`src/verilog/ccu_pkg.sv`:
```
// package of constants for the combined custom instruction unit
package ccu_pkg;
  localparam int CCU_DATA_W = 32;
  localparam int CCU_SEL_W = 2;
  localparam int CCU_NUM_FN = 4;
  // function selector codes
  localparam logic [1:0] CCU_FN_ADD = 2'h0;
  localparam logic [1:0] CCU_FN_XOR = 2'h1;
  localparam logic [1:0] CCU_FN_MUL = 2'h2;
  localparam logic [1:0] CCU_FN_ROT = 2'h3;
  // fixed latency of the merged functions, in clock cycles
  localparam int CCU_ADD_LAT = 1;
  localparam int CCU_XOR_LAT = 1;
  localparam int CCU_MUL_LAT = 3;
  localparam int CCU_ROT_LAT = 2;
  localparam int CCU_MAX_LAT = 3;
  localparam logic [31:0] CCU_RESULT_RST = 32'h0000_0000;
endpackage

```
`src/verilog/ccu_delay_line.sv`:
```
// start-bit shift chain that turns a fixed latency into a done pulse
`timescale 1ns/1ps
`default_nettype none
module ccu_delay_line
  import ccu_pkg::*;
#(
  parameter int DEPTH = 1
) (
  // clock and reset
  input wire logic clk,
  input wire logic rst_n,
  // start in, delayed done out
  input wire logic start,
  output logic done
);
  logic [DEPTH-1:0] chain;
  logic [DEPTH-1:0] next_chain;

  // split at elaboration so a one-stage chain never forms a negative slice
  generate
    if (DEPTH == 1) begin : g_one
      always_comb begin
        next_chain = start;
      end
    end else begin : g_many
      always_comb begin
        next_chain = {chain[DEPTH-2:0], start};
      end
    end
  endgenerate

  always_ff @(posedge clk) begin
    if (!rst_n) begin
      chain <= '0;
    end else begin
      chain <= next_chain;
    end
  end

  assign done = chain[DEPTH-1];
endmodule // ccu_delay_line
`default_nettype wire

```
`src/verilog/ccu_unit.sv`:
```
// combined custom instruction unit with four merged functions
`timescale 1ns/1ps
`default_nettype none
module ccu_unit
  import ccu_pkg::*;
(
  // clock and reset
  input wire logic clk,
  input wire logic rst_n,
  // custom instruction slave port, request side
  input wire logic start,
  input wire logic [CCU_SEL_W-1:0] n,
  input wire logic [CCU_DATA_W-1:0] dataa,
  input wire logic [CCU_DATA_W-1:0] datab,
  // custom instruction slave port, answer side
  output logic done,
  output logic [CCU_DATA_W-1:0] result
);
  typedef enum logic {CCU_IDLE, CCU_BUSY} ccu_state_t;

  ccu_state_t state;
  ccu_state_t next_state;
  logic [CCU_SEL_W-1:0] sel;
  logic [CCU_SEL_W-1:0] next_sel;
  logic [CCU_DATA_W-1:0] opa;
  logic [CCU_DATA_W-1:0] opb;
  logic [CCU_DATA_W-1:0] next_opa;
  logic [CCU_DATA_W-1:0] next_opb;
  // per-function pipelines
  logic [CCU_DATA_W-1:0] add_q;
  logic [CCU_DATA_W-1:0] xor_q;
  logic [CCU_DATA_W-1:0] mul_q0;
  logic [CCU_DATA_W-1:0] mul_q1;
  logic [CCU_DATA_W-1:0] mul_q2;
  logic [CCU_DATA_W-1:0] rot_q0;
  logic [CCU_DATA_W-1:0] rot_q1;
  logic [CCU_DATA_W-1:0] next_add;
  logic [CCU_DATA_W-1:0] next_xor;
  logic [CCU_DATA_W-1:0] next_mul0;
  logic [CCU_DATA_W-1:0] next_rot0;
  logic [63:0] mul_full;
  logic [CCU_NUM_FN-1:0] fn_start;
  logic [CCU_NUM_FN-1:0] fn_done;
  logic any_done;
  logic [CCU_DATA_W-1:0] next_result;
  logic next_done;
  logic launch;

  // a start while busy is ignored; the processor never issues one
  assign launch = start && (state == CCU_IDLE);

  always_comb begin
    next_state = state;
    next_sel = sel;
    next_opa = opa;
    next_opb = opb;
    case (state)
      CCU_IDLE: begin
        if (launch) begin
          next_state = CCU_BUSY;
          next_sel = n;
          next_opa = dataa;
          next_opb = datab;
        end
      end
      CCU_BUSY: begin
        if (any_done) begin
          next_state = CCU_IDLE;
        end
      end
      default: next_state = CCU_IDLE;
    endcase
  end

  always_ff @(posedge clk) begin
    if (!rst_n) begin
      state <= CCU_IDLE;
      sel <= '0;
      opa <= '0;
      opb <= '0;
    end else begin
      state <= next_state;
      sel <= next_sel;
      opa <= next_opa;
      opb <= next_opb;
    end
  end

  // start reaches only the selected function's chain
  genvar gi;
  generate
    for (gi = 0; gi < CCU_NUM_FN; gi++) begin : g_fn
      localparam int LAT = (gi == 0) ? CCU_ADD_LAT : (gi == 1) ? CCU_XOR_LAT :
                           (gi == 2) ? CCU_MUL_LAT : CCU_ROT_LAT;
      assign fn_start[gi] = launch && (n == CCU_SEL_W'(gi));
      ccu_delay_line #(.DEPTH(LAT)) u_dl (
        .clk(clk),
        .rst_n(rst_n),
        .start(fn_start[gi]),
        .done(fn_done[gi])
      );
    end
  endgenerate

  assign any_done = |fn_done;

  // operand datapaths, timed to their chains
  always_comb begin
    mul_full = dataa * datab;
    next_add = dataa + datab;
    next_xor = dataa ^ datab;
    next_mul0 = mul_full[CCU_DATA_W-1:0];
    next_rot0 = (dataa << datab[4:0]) | (dataa >> (6'h20 - {1'b0, datab[4:0]}));
    if (datab[4:0] == 5'h00) begin
      next_rot0 = dataa;
    end
  end

  always_ff @(posedge clk) begin
    if (!rst_n) begin
      add_q <= '0;
      xor_q <= '0;
      mul_q0 <= '0;
      mul_q1 <= '0;
      mul_q2 <= '0;
      rot_q0 <= '0;
      rot_q1 <= '0;
    end else begin
      add_q <= next_add;
      xor_q <= next_xor;
      mul_q0 <= next_mul0;
      mul_q1 <= mul_q0;
      mul_q2 <= mul_q1;
      rot_q0 <= next_rot0;
      rot_q1 <= rot_q0;
    end
  end

  // registered output mux keeps the select off the processor's critical path
  always_comb begin
    next_done = any_done && (state == CCU_BUSY);
    next_result = CCU_RESULT_RST;
    // captured selector steers the mux; it stands until the next launch
    if (any_done) begin
      case (sel)
        CCU_FN_ADD: next_result = add_q;
        CCU_FN_XOR: next_result = xor_q;
        CCU_FN_MUL: next_result = mul_q2;
        default: next_result = rot_q1;
      endcase
    end
  end

  always_ff @(posedge clk) begin
    if (!rst_n) begin
      done <= 1'b0;
      result <= CCU_RESULT_RST;
    end else begin
      done <= next_done;
      result <= next_result;
    end
  end

  // helper: expected result captured at launch
  // worked out apart from the datapath so a datapath slip shows
  logic [CCU_DATA_W-1:0] exp_res;
  logic [63:0] exp_rot;
  assign exp_rot = {dataa, dataa} << datab[4:0];
  always_ff @(posedge clk) begin
    if (!rst_n) begin
      exp_res <= '0;
    end else if (launch) begin
      case (n)
        CCU_FN_ADD: exp_res <= dataa + datab;
        CCU_FN_XOR: exp_res <= dataa ^ datab;
        CCU_FN_MUL: exp_res <= dataa * datab;
        default: exp_res <= exp_rot[63:32];
      endcase
    end
  end

  property p_done_pulse;
    @(posedge clk) disable iff (!rst_n) done |=> !done;
  endproperty
  a_done_pulse: assert property (p_done_pulse) else $error("done too long");

  property p_add_lat;
    @(posedge clk) disable iff (!rst_n) (launch && n == CCU_FN_ADD) |-> ##2 done;
  endproperty
  a_add_lat: assert property (p_add_lat) else $error("add latency wrong");

  property p_mul_lat;
    @(posedge clk) disable iff (!rst_n)
      (launch && n == CCU_FN_MUL) |=> !done [*3] ##1 done;
  endproperty
  a_mul_lat: assert property (p_mul_lat) else $error("multiply latency wrong");

  property p_rot_lat;
    @(posedge clk) disable iff (!rst_n)
      (launch && n == CCU_FN_ROT) |=> !done [*2] ##1 done;
  endproperty
  a_rot_lat: assert property (p_rot_lat) else $error("rotate latency wrong");

  property p_result_ok;
    @(posedge clk) disable iff (!rst_n) done |-> result == exp_res;
  endproperty
  a_result_ok: assert property (p_result_ok) else $error("result mismatch");

  property p_xor_val;
    @(posedge clk) disable iff (!rst_n)
      (launch && n == CCU_FN_XOR) |-> ##2 (result == ($past(dataa, 2) ^ $past(datab, 2)));
  endproperty
  a_xor_val: assert property (p_xor_val) else $error("xor result wrong");

  property p_busy_until_done;
    @(posedge clk) disable iff (!rst_n) (state == CCU_BUSY && !any_done) |=> state == CCU_BUSY;
  endproperty
  a_busy_until_done: assert property (p_busy_until_done) else $error("left busy early");

  property p_done_has_cause;
    @(posedge clk) disable iff (!rst_n) done |-> $past(state == CCU_BUSY);
  endproperty
  a_done_has_cause: assert property (p_done_has_cause) else $error("done with no op");

  property p_one_fn;
    @(posedge clk) disable iff (!rst_n) $onehot0(fn_done);
  endproperty
  a_one_fn: assert property (p_one_fn) else $error("two functions done at once");

  property p_two_ops;
    @(posedge clk) disable iff (!rst_n) launch |=> (opa == $past(dataa) && opb == $past(datab));
  endproperty
  a_two_ops: assert property (p_two_ops) else $error("operands not captured");

  c_add: cover property (@(posedge clk) disable iff (!rst_n) launch && n == CCU_FN_ADD ##2 done);
  c_mul: cover property (@(posedge clk) disable iff (!rst_n) launch && n == CCU_FN_MUL ##4 done);
  c_rot: cover property (@(posedge clk) disable iff (!rst_n) launch && n == CCU_FN_ROT ##3 done);
  // closest spacing the blocking master gives: done seen, request, then start
  c_b2b: cover property (@(posedge clk) disable iff (!rst_n) done ##3 launch);
endmodule // ccu_unit
`default_nettype wire

```
`config.mk`:
```
export PLATFORM = sky130hd
export DESIGN_NAME = ccu_unit
export DESIGN_NICKNAME = d
export VERILOG_FILES = /design/src/verilog/ccu_pkg.sv /design/src/verilog/ccu_delay_line.sv /design/src/verilog/ccu_unit.sv
export SDC_FILE = /design/constraint.sdc
export NUM_CORES = 2
export LEC_CHECK = 0
export BUFFER_PORTS_ARGS = -buffer_cell sky130_fd_sc_hd__buf_2
export CAP_MARGIN = 20
export CELL_PAD_IN_SITES_DETAIL_PLACEMENT = 1
export CELL_PAD_IN_SITES_GLOBAL_PLACEMENT = 1
export CORE_MARGIN = 3
export CORE_UTILIZATION = 49
export DETAILED_ROUTE_END_ITERATION = 10
export MAX_ROUTING_LAYER = met4
export PLACE_DENSITY_LB_ADDON = 0.25
export RECOVER_POWER = 50
export SETUP_SLACK_MARGIN = 0.15
export SYNTH_ARGS = -nofsm -noshare
export SYNTH_HDL_FRONTEND = slang
export SYNTH_SLANG_ARGS = --single-unit
export TNS_END_PERCENT = 10
```
`constraint.sdc`:
```
create_clock -name clk -period 10.05 [get_ports clk]
set_input_delay 0.5025 -clock clk [delete_from_list [all_inputs] [get_ports clk]]
set_output_delay 0.5025 -clock clk [all_outputs]
set_load 0.03 [all_outputs]
```
* Yosys cells after proc, flatten, opt, wreduce, memory -nomap -nowiden
Index checks and enable logic that the tools add are counted.
** Storage, ports and cells
- Bits in writable memories :: 0
- Register bits after elaboration :: 267
- Memory bits (read-only) :: 0
- Bits in latches :: 0
- Memories kept :: 0
** Cells by class
- Reductions and logical operators :: 12
- Multiply operators :: 1
- Equal/unequal tests :: 5
- Shift operators :: 2
- Div/mod/pow operators :: 0
- Add/subtract/negate cells :: 2
- Order comparisons :: 0
- Muxes and demuxes :: 5
- Bitwise gates (word level) :: 3
** Operator list (count)
- 32-bit case mux with 3 select lines :: 1
- 32-bit adder :: 1
- 32-bit by 32-bit multiplier with 32-bit output :: 1
- 32-bit 2-to-1 mux :: 1
- 32-bit OR :: 1
- 32-bit by 5-bit << shifter with 32-bit output :: 1
- 32-bit by 6-bit >> shifter with 32-bit output :: 1
- 32-bit bitwise XOR :: 1
- 2-bit equality test (second input constant) :: 3
- 1-bit logical AND :: 6
- 6-bit by 5-bit subtractor with 6-bit output (first input constant) :: 1
- 5-bit zero test :: 1
- 2-bit by 1-bit equality test with 1-bit output (second input constant) :: 2
- 2-bit zero test :: 2
- 2-bit AND reduction :: 2
- 4-bit OR reduction :: 1
- 1-bit 2-to-1 mux :: 2
- 1-bit case mux with 2 select lines :: 1
- 1-bit NOT :: 1

* Logic depth before layout (Yosys ltp)
- Depth after elaboration :: 4
- Gate-level depth with buffers :: 28
- Depth with buffers taken out :: 26

* Modules after synthesis
A second synthesis with hierarchy kept.
** Second synthesis, totals
- Cell total of the unflattened synthesis :: 3056
- Area total of the unflattened synthesis :: 28551.1 um^2
** By module, submodules not included
- ccu_unit :: times used 1, area each 28367.2 um^2, cells an instance 3042, sequential area each 5185.0 um^2
- ccu_delay_line at g_fn[2].u_dl :: times used 1, area each 78.8 um^2, cells an instance 6, sequential area each 60.1 um^2
- ccu_delay_line at g_fn[0].u_dl ... :: times used 2, area each 26.3 um^2, cells an instance 2, sequential area each 20.0 um^2
- ccu_delay_line at g_fn[3].u_dl :: times used 1, area each 52.6 um^2, cells an instance 4, sequential area each 40.0 um^2

* Worst setup path before layout
Ideal clock, no wire load.
- Path kind :: input port to flip-flop
- Start point :: input port datab[3]
- End point :: register mul_q0[29]
- Required time :: 9922 ps
- Arrival time :: 7354 ps
- Cell stages on the path :: 26
- Slack :: 2569 ps
- Library setup time :: 128 ps
- Cell sequence :: buf_2 > buf_1 > clkbuf_1 > clkbuf_1 > and2_1 > fa_1 > inv_1 > fa_1 > fa_1 > fa_1 > inv_1 > fa_1 > inv_1 > fa_1 > inv_1 > fa_1 > fa_1 > ha_1 > nand2_1 > or3_1 > or2_1 > o31ai_2 > a211oi_1 > o21ai_1 > xnor2_1 > nor2_1
** On the way
- Longest elaborated chain between the ends :: 1
** Ends and longest elaborated chain
- start, declared :: RTL line ccu_unit.sv:14 : input wire logic [CCU_DATA_W-1:0] datab,
- 32-bit by 32-bit multiplier with 32-bit output :: RTL line ccu_unit.sv:109 : mul_full = dataa * datab;
- end signal, assigned :: RTL line ccu_unit.sv:131 : mul_q0 <= next_mul0;
- end, declared :: RTL line ccu_unit.sv:32 : logic [CCU_DATA_W-1:0] mul_q0;
No other way between the ends.
A chain may end at the register's enable or synchronous reset.

* Worst setup path after layout
- Start point :: input port datab[9]
- End point :: register mul_q0[29]
The elaborated chain is that of the path after synthesis.

==> flow_summary.toml <==
[outcome]
outcome = "complete, but fails checks"
violations = "max-capacitance violations, max-slew violations"

[sta]
slew_headroom_pct = -125
fmaxAchievable_mhz = 134
tns_ns = 0
period_share_pct = 74.1
fin_hold_ws_ns = 0.167
skew_ns = 0.0122
worst_pin_slew_ns = 3.37
rsz0062_at_grt = "false"
period_minus_slack_ns = 7.45
slew_viol_final = 265
finalSetupViolCount = 0
final-hold-violation-count = 0

[die]
start_util_pct = 49.9
rows = 87
dieArea_mm2 = 0.0606
coreArea_mm2 = 0.0567
die_y_um = 246
ios = 102
fp.dieW_um = 246

[global_routing]
grt_pass1_vias = 25000
gr-total-overflow = 0
grt_first_pass_wirelength_mm = 156
groute.usage.overall_pct = 35.3
antenna_found_initial = 7
grt_max_degree = 72

[clock_tree]
cts_setup_buffers = 0
cts_max_path_buffers = 3
tritoncts = "yes"
h-tree-depth = 1
holdBufCountCts = 0
clock-sinks = 266
clk_latency_ns = 0.56
cts_buffers = 26
root_buffer = "clkbuf_16"
path_clk_slew_ns = 0.06
cts-resized-gates = 0

[synth]
syn-num-nets = 3649
synth_seq_area_share_pct = 18.8
synth_top_flop_cell = "dfxtp_1"
postSynthAreaPerCell_um2 = 9.38
ys_ff_latch = 266
netlist_top_cells_area = "fa_1, dfxtp_1, and2_1, ha_1, inv_1"
ys_warn_count = 0
ys_types = 77
synth_top_area_share_pct = 29.0
synth_area_mm2 = 0.0283
synth-edff-count = 0
synth_area_leader_cell = "fa_1"
postSynth.asyncResetShare_pct = 0
postSynthCellCount = 3014

[critical_path]
worstSetupStartpoint = "datab[9]"
r2r_slack_ns = 7.66
r2r_start = "g_fn[1].u_dl.done"
cp.arrival_ns = 7.86
end_kind = "flop"
cp-endpoint = "mul_q0[29]"
timing.rr.end = "result[0]"
crit_type = "in2reg"
worstPathRequired_ns = 10.46
startpoint_type = "primary input"
reg2reg_depth = 4
worstPathMaxFanout = 23

[detailed_routing]
antenna_left = 0
first_pass_iters = 5
met2_wirelength_mm = 48.3
vias = 22300
wl_met1_mm = 41.3
met3_length_mm = 8.05
via_per_inst = 5.89
drc_errors = 0
avgRoutedWirePerCell_um = 27.0
wirelength_mm = 102
first_iter_violations = 1515
top_layer = "met4"

[layout]
fin_nets = 3631
drive_gt1_share_pct = 8.89
syn_to_final_growth_pct = 6.65
instances_no_fill = 3776

[worst_hold_path]
hold_start = "n[1]"
holdCritPathClass = "in2reg"

[place]
io_buffers = 101
placed_cells = 3724
dp_hpwl_mm = 76.9
place.gp.congestion = 0.994

[run]
maxCapViolCount = 5
critical path: stages:
cell	delay, ns
buf_2	0.50
ha_1	0.51
inv_1	0.11
fa_1	0.41
inv_1	0.07
fa_1	0.44
fa_1	0.55
inv_1	0.06
fa_1	0.49
inv_1	0.07
fa_1	0.51
fa_1	0.52
fa_1	0.50
inv_1	0.06
fa_1	0.49
inv_1	0.05
ha_1	0.35
nand2_1	0.10
or3_1	0.39
or2_1	0.26
o31ai_2	0.36
a211oi_1	0.18
o21ai_1	0.17
xnor2_1	0.13
nor2_1	0.06
layout by cell type, fill, tap and decap left out, drive strengths merged, types with 46 or more instances in the layout:
| cell | Yosys | routed |
|---|---|---|
| dfxtp | 266 | 266 |
| fa | 409 | 409 |
| o21ai | 87 | 87 |
| mux4 | 62 | 62 |
| a21oi | 99 | 99 |
| xnor2 | 69 | 69 |
| and2 | 444 | 444 |
| nor2 | 123 | 123 |
| mux2i | 46 | 46 |
| buf | 40 | 123 |
| inv | 411 | 413 |
| nand2 | 288 | 288 |
| ha | 157 | 157 |
| clkbuf | 152 | 59 |
registers in the layout, indices dropped and copies added (netlist names), 2 cells and up:
register,flops
mul_q1,32
mul_q0,32
g_fn.u_dl.chain,5
result,32
mul_q2,32
add_q,32
rot_q1,32
sel,2
xor_q,31
rot_q0,32
g_fn.u_dl.done,2
logic make-up after synthesis:
group | Yosys count | share of synthesized area [%]
buf+inv | 604 | 8.24
mux | 130 | 7.47
simple gates | 998 | 18.3
flops | 266 | 18.8
compound gates | 351 | 8.10
fa+ha+maj | 566 | 35.9
xor+xnor | 99 | 3.11
worst min-delay path by stage:
stage                       endpoint  cells after the start
2_1_floorplan  g_fn[2].u_dl.chain[1]                      1
3_3_place_gp              rot_q1[25]                      1
3_5_place_dp              rot_q1[18]                      1
4_1_cts            g_fn[1].u_dl.done                      2
5_1_grt            g_fn[0].u_dl.done                      2
6_report           g_fn[1].u_dl.done                      2
per-stage QoR:
step / util [%] / instance area (um^2) / setup slack, ns
global placement: 51.7 / 29300 / 2.45
global route: 53.2 / 30200 / 2.43
CTS: 53.2 / 30200 / 2.68
detailed placement: 51.7 / 29300 / 2.09
finish: 53.2 / 30200 / 2.60
floorplan: - / 28300 / 2.57
synthesized netlist by cell type, types with 4 or more instances:
cell      count
a211o_1       9
a211oi_1     28
a21o_1       15
a21oi_1      97
a221oi_1     17
a311oi_1      4
a31oi_1      15
and2_1      444
and3_1        8
buf_1        11
buf_2        22
buf_4         5
clkbuf_1    151
dfxtp_1     266
fa_1        409
ha_1        157
inv_1       410
mux2_2       19
mux2i_1      46
mux4_2       62
nand2_1     287
nand2b_1     17
nand3_1      16
nand4_1       4
nor2_1      123
nor2b_1      42
nor3_1       30
nor3b_1       7
nor4_1        4
o211a_1       4
o211ai_1     24
o21a_1       14
o21ai_0      64
o21ai_1      22
o221ai_1      4
xnor2_1      69
xor2_1       29
layer usage:
| metal | up-vias | GRT usage (%) |
|---|---|---|
| met5 | - | - |
| met3 | 239 | 5.77 |
| met1 | 11600 | 45.1 |
| met2 | 963 | 57.0 |
| met4 | 0 | 12.5 |
| li1 | 9502 | - |
final cells by class:
type                            instances  area (um^2)
Antenna cell                            4         10.0
Clock buffer                           36          738
Clock inverter                         12          141
Fill cell                            6439        26600
Inverter                              412         1550
Multi-Input combinational cell       2144        20600
Sequential cell                       266         5330
Tap cell                              756          946
Timing Repair Buffer                  146          803
Power is left out: the tool's default activity adds up to more than one toggle a clock period on the data nets, which glitch-free logic cannot reach.
